===== config.mk =====
export PLATFORM = sky130hd
export DESIGN_NAME = wdt_period_lock
export DESIGN_NICKNAME = d
export VERILOG_FILES = /design/src/wdt_pkg.sv /design/src/wdt_lock_seq.sv /design/src/wdt_osc_counter.sv /design/src/wdt_period_lock.sv
export SDC_FILE = /design/constraint.sdc
export NUM_CORES = 1
export LEC_CHECK = 0
export BUFFER_PORTS_ARGS = -buffer_cell sky130_fd_sc_hd__buf_2
export CORE_MARGIN = 8
export CORE_UTILIZATION = 40
export CTS_CLUSTER_SIZE = 25
export DETAILED_ROUTE_END_ITERATION = 8
export PLACE_DENSITY_LB_ADDON = 0.05
export SETUP_SLACK_MARGIN = 0.2
export SLEW_MARGIN = 0
export SYNTH_ARGS = -nofsm -noshare
export SYNTH_HDL_FRONTEND = slang
export SYNTH_HIERARCHICAL = 1
export SYNTH_SLANG_ARGS = --single-unit
export TNS_END_PERCENT = 30

===== constraint.sdc =====
create_clock -name pclk -period 11 [get_ports pclk]
set_input_delay 1.1 -clock pclk [delete_from_list [all_inputs] [get_ports pclk]]
set_output_delay 1.1 -clock pclk [all_outputs]
set_load 0.02 [all_outputs]

===== src/wdt_pkg.sv =====
`default_nettype none
package wdt_pkg;

   // ------------------------------------------------------------
   // register map
   // ------------------------------------------------------------
   localparam logic [11:0] CTRL_OFFSET = 12'h060;
   localparam logic [11:0] LOCK_OFFSET = 12'h064;

   // ------------------------------------------------------------
   // control register field positions
   // ------------------------------------------------------------
   localparam int CTRL_IRQ_FLAG_BIT = 7;
   localparam int CTRL_IRQ_EN_BIT = 6;
   localparam int CTRL_PERIOD_HI_BIT = 5;
   localparam int CTRL_CHANGE_EN_BIT = 4;
   localparam int CTRL_RESET_EN_BIT = 3;
   localparam int CTRL_PERIOD_LO_MSB = 2;
   localparam int LOCK_FIELD_MSB = 2;

   // ------------------------------------------------------------
   // reset values and lock codes {upper, lower, arm}
   // ------------------------------------------------------------
   localparam logic [7:0] CTRL_RESET = 8'h00;
   localparam logic [7:0] LOCK_RESET = 8'h00;
   localparam logic [2:0] LOCK_ARM_CODE = 3'h7;
   localparam logic [2:0] LOCK_FULL_CODE = 3'h4;
   localparam logic [2:0] LOCK_PARTIAL_CODE = 3'h2;
   localparam logic [2:0] LOCK_NONE_CODE = 3'h0;

   // ------------------------------------------------------------
   // timing counts
   // ------------------------------------------------------------
   localparam logic [2:0] LOCK_WINDOW_CYCLES = 3'h4;
   localparam logic [2:0] CHANGE_ENABLE_CYCLES = 3'h4;
   localparam int BASE_OSC_CYCLES = 2048;
   localparam logic [3:0] PERIOD_MAX_CODE = 4'h9;
   localparam int OSC_COUNT_WIDTH = 21;

   // ------------------------------------------------------------
   // types
   // ------------------------------------------------------------
   typedef struct packed {
      logic irq_flag;
      logic irq_en;
      logic reset_en;
      logic change_en;
      logic [3:0] period;
   } ctrl_s;

   typedef struct packed {
      logic upper;
      logic lower;
      logic arm;
   } lock_bits_s;

   typedef enum {LOCK_OPEN, LOCK_ARMED, LOCK_FULL, LOCK_PARTIAL} lock_state_e;

endpackage
`default_nettype wire

===== src/wdt_lock_seq.sv =====
`timescale 1ns/1ns
`default_nettype none
module wdt_lock_seq (
   input wire logic pclk,
   input wire logic presetn,
   input wire logic wr,
   input wire logic [2:0] wdata,
   output logic lock_low,
   output logic lock_ie,
   output wdt_pkg::lock_bits_s readback
);

   wdt_pkg::lock_state_e state;
   logic [2:0] win_left;

   // ------------------------------------------------------------
   // two-write timed lock sequence
   // ------------------------------------------------------------
   always_ff @(posedge pclk or negedge presetn) begin
      if (!presetn) begin
         state <= wdt_pkg::LOCK_OPEN;
         win_left <= 3'h0;
      end else begin
         case (state)
            wdt_pkg::LOCK_OPEN: begin
               if (wr && wdata == wdt_pkg::LOCK_ARM_CODE) begin
                  state <= wdt_pkg::LOCK_ARMED;
                  win_left <= wdt_pkg::LOCK_WINDOW_CYCLES;
               end
            end
            wdt_pkg::LOCK_ARMED: begin
               if (wr && wdata == wdt_pkg::LOCK_FULL_CODE) begin
                  state <= wdt_pkg::LOCK_FULL; // [RULE6]
               end else if (wr && wdata == wdt_pkg::LOCK_PARTIAL_CODE) begin
                  state <= wdt_pkg::LOCK_PARTIAL; // [RULE7]
               end else if (wr && wdata == wdt_pkg::LOCK_ARM_CODE) begin
                  win_left <= wdt_pkg::LOCK_WINDOW_CYCLES;
               end else if (wr || win_left == 3'h1) begin
                  state <= wdt_pkg::LOCK_OPEN; // [RULE12]
               end else begin
                  win_left <= win_left - 3'h1;
               end
            end
            // locked states leave only through hardware reset
            wdt_pkg::LOCK_FULL: state <= wdt_pkg::LOCK_FULL; // [RULE4]
            wdt_pkg::LOCK_PARTIAL: state <= wdt_pkg::LOCK_PARTIAL; // [RULE4]
            default: state <= wdt_pkg::LOCK_OPEN;
         endcase
      end
   end

   assign lock_low = (state == wdt_pkg::LOCK_FULL) || (state == wdt_pkg::LOCK_PARTIAL);
   assign lock_ie = (state == wdt_pkg::LOCK_FULL);
   assign readback = (state == wdt_pkg::LOCK_ARMED) ? wdt_pkg::LOCK_ARM_CODE :
                     (state == wdt_pkg::LOCK_FULL) ? wdt_pkg::LOCK_FULL_CODE :
                     (state == wdt_pkg::LOCK_PARTIAL) ? wdt_pkg::LOCK_PARTIAL_CODE :
                     wdt_pkg::LOCK_NONE_CODE;
endmodule
`default_nettype wire


===== src/wdt_osc_counter.sv =====
`timescale 1ns/1ns
`default_nettype none
module wdt_osc_counter #(
   parameter int BASE_OSC_CYCLES = wdt_pkg::BASE_OSC_CYCLES
) (
   input wire logic pclk,
   input wire logic presetn,
   input wire logic osc_pin,
   input wire logic run,
   input wire logic kick,
   input wire logic [3:0] period,
   output logic timeout
);

   localparam logic [20:0] BASE21 = 21'(BASE_OSC_CYCLES);

   logic [2:0] sync;
   logic osc_level;
   logic [20:0] count;
   wire tick;
   wire [20:0] limit;

   // ------------------------------------------------------------
   // oscillator edge detection, counted in pclk domain
   // ------------------------------------------------------------
   assign tick = (sync[1] == sync[2]) && sync[2] && !osc_level; // [RULE2]
   // reserved codes fall back to the longest period, the safe side
   assign limit = ((period > wdt_pkg::PERIOD_MAX_CODE) ? (BASE21 << wdt_pkg::PERIOD_MAX_CODE)
                                                        : (BASE21 << period)) - 21'h1; // [RULE1]

   always_ff @(posedge pclk or negedge presetn) begin
      if (!presetn) begin
         sync <= 3'h0;
         osc_level <= 1'b0;
      end else begin
         sync <= {sync[1], sync[0], osc_pin};
         osc_level <= (sync[1] == sync[2]) ? sync[2] : osc_level;
      end
   end

   always_ff @(posedge pclk or negedge presetn) begin
      if (!presetn) begin
         count <= 21'h0;
         timeout <= 1'b0;
      end else begin
         timeout <= 1'b0;
         if (!run || kick) begin
            count <= 21'h0;
         end else if (tick) begin
            if (count >= limit) begin
               count <= 21'h0;
               timeout <= 1'b1; // [RULE1]
            end else begin
               count <= count + 21'h1;
            end
         end
      end
   end
endmodule
`default_nettype wire


===== src/wdt_period_lock.sv =====
// Contract
// RULE1: period code sets 2K..1024K oscillator cycles time-out
// RULE2: time-out counts low-power oscillator edges
// RULE3: lock register bits 7:3 read zero
// RULE4: lock holds until hardware reset
// RULE5: software arms with arm and both levels
// RULE6: arm-clear plus upper level locks bits 6:0
// RULE7: lower level alone locks bits 5:0
// RULE8: software configures early, then locks
// RULE9: partial lock for interrupt re-arm use
// RULE10: change enable gates period, self-clears after four
// RULE11: bit 6 is interrupt enable, partial-writable
// RULE12: missed window discards arming, no lock
`timescale 1ns/1ns
`default_nettype none
module wdt_period_lock #(
   parameter int BASE_OSC_CYCLES = wdt_pkg::BASE_OSC_CYCLES
) (
   input wire logic pclk,
   input wire logic presetn,
   input wire logic psel,
   input wire logic penable,
   input wire logic pwrite,
   input wire logic [11:0] paddr,
   input wire logic [31:0] pwdata,
   output logic pready,
   output logic [31:0] prdata,
   output logic pslverr,
   input wire logic ulp_osc,
   input wire logic wdt_kick,
   input wire logic irq_ack,
   output logic wdt_irq,
   output logic wdt_system_reset
);

   // ------------------------------------------------------------
   // bus decode
   // ------------------------------------------------------------
   wdt_pkg::ctrl_s ctrl;
   wdt_pkg::ctrl_s next_ctrl;
   logic [2:0] ce_cnt;
   logic [2:0] next_ce_cnt;
   wdt_pkg::lock_bits_s lock_rd;
   logic lock_low;
   logic lock_ie;
   logic timeout;

   wire access = psel && penable;
   wire done = access && pready;
   wire hit_ctrl = (paddr == wdt_pkg::CTRL_OFFSET);
   wire hit_lock = (paddr == wdt_pkg::LOCK_OFFSET);
   wire hit_any = hit_ctrl || hit_lock;
   wire wr_ctrl = done && pwrite && hit_ctrl;
   wire wr_lock = done && pwrite && hit_lock;

   // write data fields
   wire w_flag = pwdata[wdt_pkg::CTRL_IRQ_FLAG_BIT];
   wire w_ie = pwdata[wdt_pkg::CTRL_IRQ_EN_BIT];
   wire w_ce = pwdata[wdt_pkg::CTRL_CHANGE_EN_BIT];
   wire w_re = pwdata[wdt_pkg::CTRL_RESET_EN_BIT];
   wire [3:0] w_period = {pwdata[wdt_pkg::CTRL_PERIOD_HI_BIT], pwdata[wdt_pkg::CTRL_PERIOD_LO_MSB:0]};
   wire [2:0] w_lock = pwdata[wdt_pkg::LOCK_FIELD_MSB:0]; // [RULE3]

   // read data
   wire [7:0] ctrl_byte = {ctrl.irq_flag, ctrl.irq_en, ctrl.period[3], ctrl.change_en,
                           ctrl.reset_en, ctrl.period[2:0]};
   wire [31:0] rd_mux = hit_ctrl ? {24'h0, ctrl_byte} :
                        hit_lock ? {29'h0, lock_rd} : 32'h0; // [RULE3]

   // ------------------------------------------------------------
   // lock sequencer and period counter
   // ------------------------------------------------------------
   wdt_lock_seq u_lock (
      .pclk(pclk),
      .presetn(presetn),
      .wr(wr_lock),
      .wdata(w_lock),
      .lock_low(lock_low),
      .lock_ie(lock_ie),
      .readback(lock_rd)
   );

   wdt_osc_counter #(
      .BASE_OSC_CYCLES(BASE_OSC_CYCLES)
   ) u_count (
      .pclk(pclk),
      .presetn(presetn),
      .osc_pin(ulp_osc),
      .run(ctrl.reset_en || ctrl.irq_en),
      .kick(wdt_kick),
      .period(ctrl.period),
      .timeout(timeout)
   );

   // ------------------------------------------------------------
   // watchdog control register
   // ------------------------------------------------------------
   wire ce_active = ctrl.change_en;
   wire flag_set = timeout && ctrl.irq_en;
   wire flag_clr = (wr_ctrl && w_flag) || irq_ack;
   // interrupt-and-reset mode falls to reset when the previous interrupt went unserved
   wire reset_req = timeout && ctrl.reset_en && (!ctrl.irq_en || ctrl.irq_flag);

   always_comb begin
      next_ctrl = ctrl;
      next_ce_cnt = ce_cnt;
      if (irq_ack && ctrl.reset_en) begin
         next_ctrl.irq_en = 1'b0;
      end
      if (wr_ctrl && !lock_ie) begin
         next_ctrl.irq_en = w_ie; // [RULE11] [RULE4]
      end
      // self-clearing change enable window
      if (ctrl.change_en) begin
         if (ce_cnt == 3'h0) begin
            next_ctrl.change_en = 1'b0; // [RULE10]
         end else begin
            next_ce_cnt = ce_cnt - 3'h1;
         end
      end
      if (wr_ctrl && !lock_low) begin // [RULE4]
         if (ce_active) begin
            next_ctrl.period = w_period; // [RULE10] [RULE1]
         end
         if (w_re) begin
            next_ctrl.reset_en = 1'b1;
         end else if (ce_active) begin
            next_ctrl.reset_en = 1'b0; // [RULE10]
         end
         if (w_ce) begin
            next_ctrl.change_en = 1'b1;
            next_ce_cnt = wdt_pkg::CHANGE_ENABLE_CYCLES - 3'h1;
         end
      end
      // a time-out in the clearing cycle still sets the flag
      if (flag_set) begin
         next_ctrl.irq_flag = 1'b1;
      end else if (flag_clr) begin
         next_ctrl.irq_flag = 1'b0;
      end
   end

   always_ff @(posedge pclk or negedge presetn) begin
      if (!presetn) begin
         ctrl <= wdt_pkg::CTRL_RESET;
         ce_cnt <= 3'h0;
      end else begin
         ctrl <= next_ctrl;
         ce_cnt <= next_ce_cnt;
      end
   end

   // ------------------------------------------------------------
   // outputs
   // ------------------------------------------------------------
   always_ff @(posedge pclk or negedge presetn) begin
      if (!presetn) begin
         wdt_irq <= 1'b0;
         wdt_system_reset <= 1'b0;
      end else begin
         wdt_irq <= next_ctrl.irq_flag && next_ctrl.irq_en;
         wdt_system_reset <= reset_req;
      end
   end

   // ------------------------------------------------------------
   // apb slave: one wait state, answer registered
   // ------------------------------------------------------------
   always_ff @(posedge pclk or negedge presetn) begin
      if (!presetn) begin
         pready <= 1'b0;
         prdata <= 32'h0;
         pslverr <= 1'b0;
      end else begin
         pready <= access && !pready;
         if (access && !pready) begin
            prdata <= pwrite ? 32'h0 : rd_mux;
            pslverr <= !hit_any;
         end else begin
            prdata <= 32'h0;
            pslverr <= 1'b0;
         end
      end
   end
endmodule
`default_nettype wire


Word-level counts from Yosys, hierarchy flattened
Cells that the tools add are included.

operators by class
  add/subtract/negate cells = 4
  $lt $le $gt $ge = 2
  eq/ne operators = 19
  shift-type cells = 1
  mux-type cells = 42
  reductions and logical operators = 42

operators by type and width
  kind                                                                   count
  32-bit 2-to-1 mux                                                      5
  32-bit case mux with 4 select lines                                    1
  32-bit by 2-bit == test with 1-bit output (second input constant)      3
  21-bit 2-to-1 mux                                                      4
  32-bit by 3-bit == test with 1-bit output (second input constant)      2
  3-bit 2-to-1 mux                                                       12
  32-bit by 1-bit == test with 1-bit output (second input constant)      1
  32-bit logical NOT                                                     1
  12-bit by 7-bit == test with 1-bit output (second input constant)      2
  8-bit 2-to-1 mux                                                       3
  21-bit by 1-bit adder with 21-bit output (second input constant)       1
  21-bit greater-or-equal comparator                                     1
  12-bit by 4-bit << shifter with 21-bit output (first input constant)   1
  21-bit by 1-bit subtractor with 21-bit output (second input constant)  1
  1-bit logical AND                                                      19
  1-bit 2-to-1 mux                                                       13
  1-bit logical NOT                                                      7
  1-bit logical OR                                                       7
  3-bit == test (second input constant)                                  2
  3-bit case mux with 2 select lines                                     1
  2-bit nonzero test                                                     3
  3-bit by 1-bit subtractor with 3-bit output (second input constant)    2
  5-bit 2-to-1 mux                                                       1
  5-bit AND reduction                                                    1
  14 further kinds                                                       16

storage, ports and cells
  register bits after elaboration = 108
  input bits = 52
  output and inout port bits = 36
  word-level logic and storage cells = 127

Longest topological paths before layout
  word-level depth = 10
  mapped depth = 17

Cells and area by module
Netlist, hierarchy kept.

by module, submodules not included
  module           times used  cells an instance  area an instance (um2)  seq. area each (um2)
  wdt_osc_counter  1           204                1914.3                  650.6
  wdt_period_lock  1           111                1211.2                  575.6
  wdt_lock_seq     1           43                 414.1                   125.1

Least setup slack after synthesis
Ideal clock, no wire load.

  kind = register to register
  from = register ctrl[2] (netlist bit)
  to = register u_count.count[1]
  setup time = 0.122 ns
  arrival = 3.362 ns
  required time = 10.878 ns
  setup slack = 7.517 ns
  stages on the path, launching flop included = 16
  path buffers = 4
  period minus slack after synthesis = 3.483 ns
  path through = dfrtp_1 -> clkbuf_1 -> or4_1 -> ha_1 -> clkbuf_1 -> nor3_1 -> mux2i_1 -> nor2_1 -> a21oi_1 -> ha_1 -> nand4_1 -> nor4b_2 -> a311oi_2 -> buf_6 -> buf_6 -> a32o_1

on the way
  word-level cells in the longest chain between the ends = 7
  elaborated cells on any way between the ends = 8

ends and longest elaborated chain
  element                                                                                                line                                          RTL
  from (decl)                                                                                            wdt_period_lock.sv:39                         wdt_pkg::ctrl_s ctrl;
  from (signal assigned)                                                                                 wdt_period_lock.sv:145                        ctrl <= wdt_pkg::CTRL_RESET;
  from (signal assigned)                                                                                 wdt_period_lock.sv:148                        ctrl <= next_ctrl;
  12-bit by 4-bit << shifter with 21-bit output / 4-bit greater-than comparator (equally long branches)  wdt_osc_counter.sv:29, wdt_osc_counter.sv:28
  21-bit 2-to-1 mux *                                                                                    wdt_osc_counter.sv:28                         assign limit = ((period > wdt_pkg::PERIOD_MAX_CODE) ? (BASE21 << wdt_pkg::PERIOD_MAX_CODE)
  21-bit by 1-bit subtractor with 21-bit output *                                                        wdt_osc_counter.sv:29                         : (BASE21 << period)) - 21'h1;
  21-bit greater-or-equal comparator *                                                                   wdt_osc_counter.sv:50                         if (count >= limit) begin
  21-bit 2-to-1 mux *                                                                                    wdt_osc_counter.sv:50
  21-bit 2-to-1 mux *                                                                                    wdt_osc_counter.sv:49                         end else if (tick) begin
  21-bit 2-to-1 mux *                                                                                    wdt_osc_counter.sv:47                         if (!run || kick) begin
  to (signal assigned)                                                                                   wdt_osc_counter.sv:54                         count <= count + 21'h1;
  to (decl)                                                                                              wdt_osc_counter.sv:19                         logic [20:0] count;

Every way passes the cells marked *; elsewhere a longest branch is shown, timed or not. The select of a mux whose other input is x is not followed.
A chain may end at the register's enable or synchronous reset.

Final worst setup path
  from = register ctrl[2] (netlist bit)
  to = register u_count.count[8]

Same word-level chain as after synthesis.

==> flow_metrics.env <==
export IMPL_outcome="complete, no violations"
export IMPL_report_final_slew_viol_count=0
export IMPL_die_w_um=110
export IMPL_synth_most_common_cell="dfrtp_1"
export IMPL_stdcell_count=499
export IMPL_antennaDiodeCount=0
export IMPL_yosys_warnings=6
export IMPL_setup_violations=0
export IMPL_power_internal_uw=315
export IMPL_power_density_nw_per_um2=117
export IMPL_hp_class="flop to flop"
export IMPL_cts_sinks=54
export IMPL_place_gp_congestion=0.728
export IMPL_ys_ff_latch=54
export IMPL_p_clk_share_pct=30.4
export IMPL_clk_pin_slew_ns=0.11
export IMPL_fin_util_pct=44.0
export IMPL_drt_total_wl_um=7690
export IMPL_p_leak_nw=1.79
export IMPL_cp_start_kind="flop"
export IMPL_wire_per_inst_um=15.4
export IMPL_ys_types=71
export IMPL_grt_usage_pct=13.3
export IMPL_end_kind="flop"
export IMPL_comb_power_share_pct=21.5
export IMPL_synth_top_cell_by_area="dfrtp_1"
export IMPL_ys_seq_area_share_pct=38.2
export IMPL_synth_ff_type="dfrtp_1"
export IMPL_drive_gt1_share_pct=21.7
export IMPL_switching_power_uw=131
export IMPL_drc=0
export IMPL_tightest_slew_ns=0.711
export IMPL_drtIter0Drc=140
export IMPL_max_vdd_ir_drop_uv=61.3
export IMPL_cts_path_max_buffers=2
export IMPL_synth_top_area_share_pct=38.2
export IMPL_ant_nets=0
export IMPL_antenna_found_initial=0
export IMPL_required_ns=11.17
export IMPL_core_area_um2=8640
export IMPL_dr_total_vias=2660
export IMPL_initial_core_util_pct=41.0
export IMPL_crit_arrival_ns=3.97
export IMPL_cts_resized=0
export IMPL_cts_max_level=2
export IMPL_fmax_mhz=263
export IMPL_cp_max_fo=38
export IMPL_viasPerCell=5.33
export IMPL_grt_max_degree=55
export IMPL_netlist_area_um2=3540
export IMPL_drv_cap=0
export IMPL_pwr_share_seq_pct=48.1
export IMPL_cts_buffers=5
export IMPL_die_area_um2=12100
export IMPL_grt_pass1_wl_um=13000
export IMPL_cts_root_buf="clkbuf_8"
export IMPL_async_reset_ff_share_pct=100
export IMPL_period_needed_ns=3.80
export IMPL_switching_share_pct=29.4
export IMPL_die_h_um=110
export IMPL_post_cts_setup_buffers=0
export IMPL_grt_pass1_vias=2632
export IMPL_nets=463
export IMPL_avgSynthCellArea_um2=9.89
export IMPL_areaGrowthSynthToFinish_pct=7.46
export IMPL_placed_cells=491
export IMPL_skew_ns=0.0143
export IMPL_numPortBuffers=39
export IMPL_place_hpwl_um=5630
export IMPL_grt_setup_unrepaired="false"
export IMPL_hold_buffers=0
export IMPL_synth_common_cells="dfrtp_1 (54), a31oi_1 (29), buf_4 (24), nand2_1 (24)"
export IMPL_syn_inst=358
export IMPL_slew_headroom_pct=52.6
export IMPL_dr_pass1_iters=4
export IMPL_grt_ovfl_total=0
export IMPL_fin_crit_sh_pct=34.6
export IMPL_insertion_delay_ns=0.31
export IMPL_synth_area_leaders="dfrtp_1 (38%), ha_1 (7.4%), a31oi_1 (5.1%), buf_4 (5.1%), nand3_1 (3.0%)"
export IMPL_crit_type="flop to flop"
export IMPL_tns_ns=0
export IMPL_synth_edff_count=0
export IMPL_rows=34
export IMPL_cts_tree="built"
export IMPL_finalHoldViolations=0
export IMPL_io_pin_count=88
==> kinds of logic after synthesis <==
| group | Yosys count | synth area share (%) |
|---|---|---|
| AOI/OAI and AO/OA | 77 | 14.7 |
| xor gates and xnor gates | 3 | 0.742 |
| adders and majority gates | 21 | 7.42 |
| buffers and inverters | 57 | 10.5 |
| DFF | 54 | 38.2 |
| muxes | 13 | 3.99 |
| other | 2 | 0.212 |
| and+or+nand+nor | 131 | 24.2 |
==> through the flow <==
step / power [mW] / cell area, µm² / setup slack, ns / hold WS, ns
after CTS: 0.452 / 3800 / 7.20 / 0.382
after global placement: 0.314 / 3690 / 7.25 / 0.342
after global routing: 0.476 / 3800 / 6.87 / 0.394
after detailed placement: 0.315 / 3690 / 7.21 / 0.345
final: 0.446 / 3800 / 7.20 / 0.370
after floorplan: 0.298 / 3630 / 7.52 / 0.331
==> placed cells by master, fill, tap and decap left out, drive strengths merged, types with 13 or more instances in the layout <==
master and n:
a31oi 29, dfrtp 54, nor2 16, conb 25
nand3 23, ha 21, a21oi 13, buf 42
inv 17, nand2 25
==> worst max-delay path, stage by stage (launching register included) <==
cell      delay, ns
dfrtp_1        0.51
or4_1          0.61
ha_1           0.31
nor3_1         0.22
mux2i_1        0.11
nor2_1         0.10
a21oi_1        0.06
ha_1           0.33
nand4_1        0.16
nor4b_2        0.49
a311oi_4       0.15
buf_4          0.28
a41oi_1        0.26
a31oi_1        0.06
==> sequential cells by signal, summed over array words and instances (netlist names) <==
name,flops
ctrl,7
u_lock/win_left,3
pslverr,1
ce_active,1
wdt_system_reset,1
u_count/sync,3
wdt_irq,1
prdata,8
u_lock/state,2
pready,1
u_count/count,21
ce_cnt,3
u_count/osc_level,1
u_count/timeout,1
==> layer usage <==
| layer | part of all wire, % | global-route usage, % | vias to the layer above |
|---|---|---|---|
| met3 | 3.8 | 2.56 | 8 |
| met1 | 51 | 18.8 | 1256 |
| li1 | - | - | 1351 |
| met5 | 0 | 0 | - |
| met4 | 0.91 | 3.18 | 0 |
| met2 | 44 | 20.2 | 45 |
==> final timing paths <==
check,cells past startpoint,from,to,slack [ns]
min in group asynchronous,2,presetn,u_count/count[5],0.93
hold reg to reg,0,u_count/sync[0],u_count/sync[1],0.37
setup / recovery,13,ctrl[2],u_count/count[8],7.20
hold / removal,0,u_count/sync[0],u_count/sync[1],0.37
setup reg to reg,13,ctrl[2],u_count/count[8],7.20
max in group asynchronous,2,presetn,ctrl[5],9.61
==> power by group through the flow <==
| stage | registers [mW] | logic (mW) | clock network [mW] |
|---|---|---|---|
| final | 0.215 | 0.0959 | 0.136 |
| after global routing | 0.216 | 0.109 | 0.150 |
| after CTS | 0.215 | 0.0969 | 0.141 |
| after detailed placement | 0.219 | 0.0962 | 0 |
| after global placement | 0.218 | 0.0955 | 0 |
| after floorplan | 0.217 | 0.0807 | 0 |
==> cell type report <==
cell class / count / area [µm²]
clock buffer: 5 / 68.8
tap: 108 / 135
clock inverter: 3 / 40.0
fill: 859 / 4830
sequential: 54 / 1350
timing repair buffer: 42 / 218
multi-input combinational: 270 / 1930
inverter: 17 / 63.8
No activity file was read; power rests on OpenSTA's default activity.
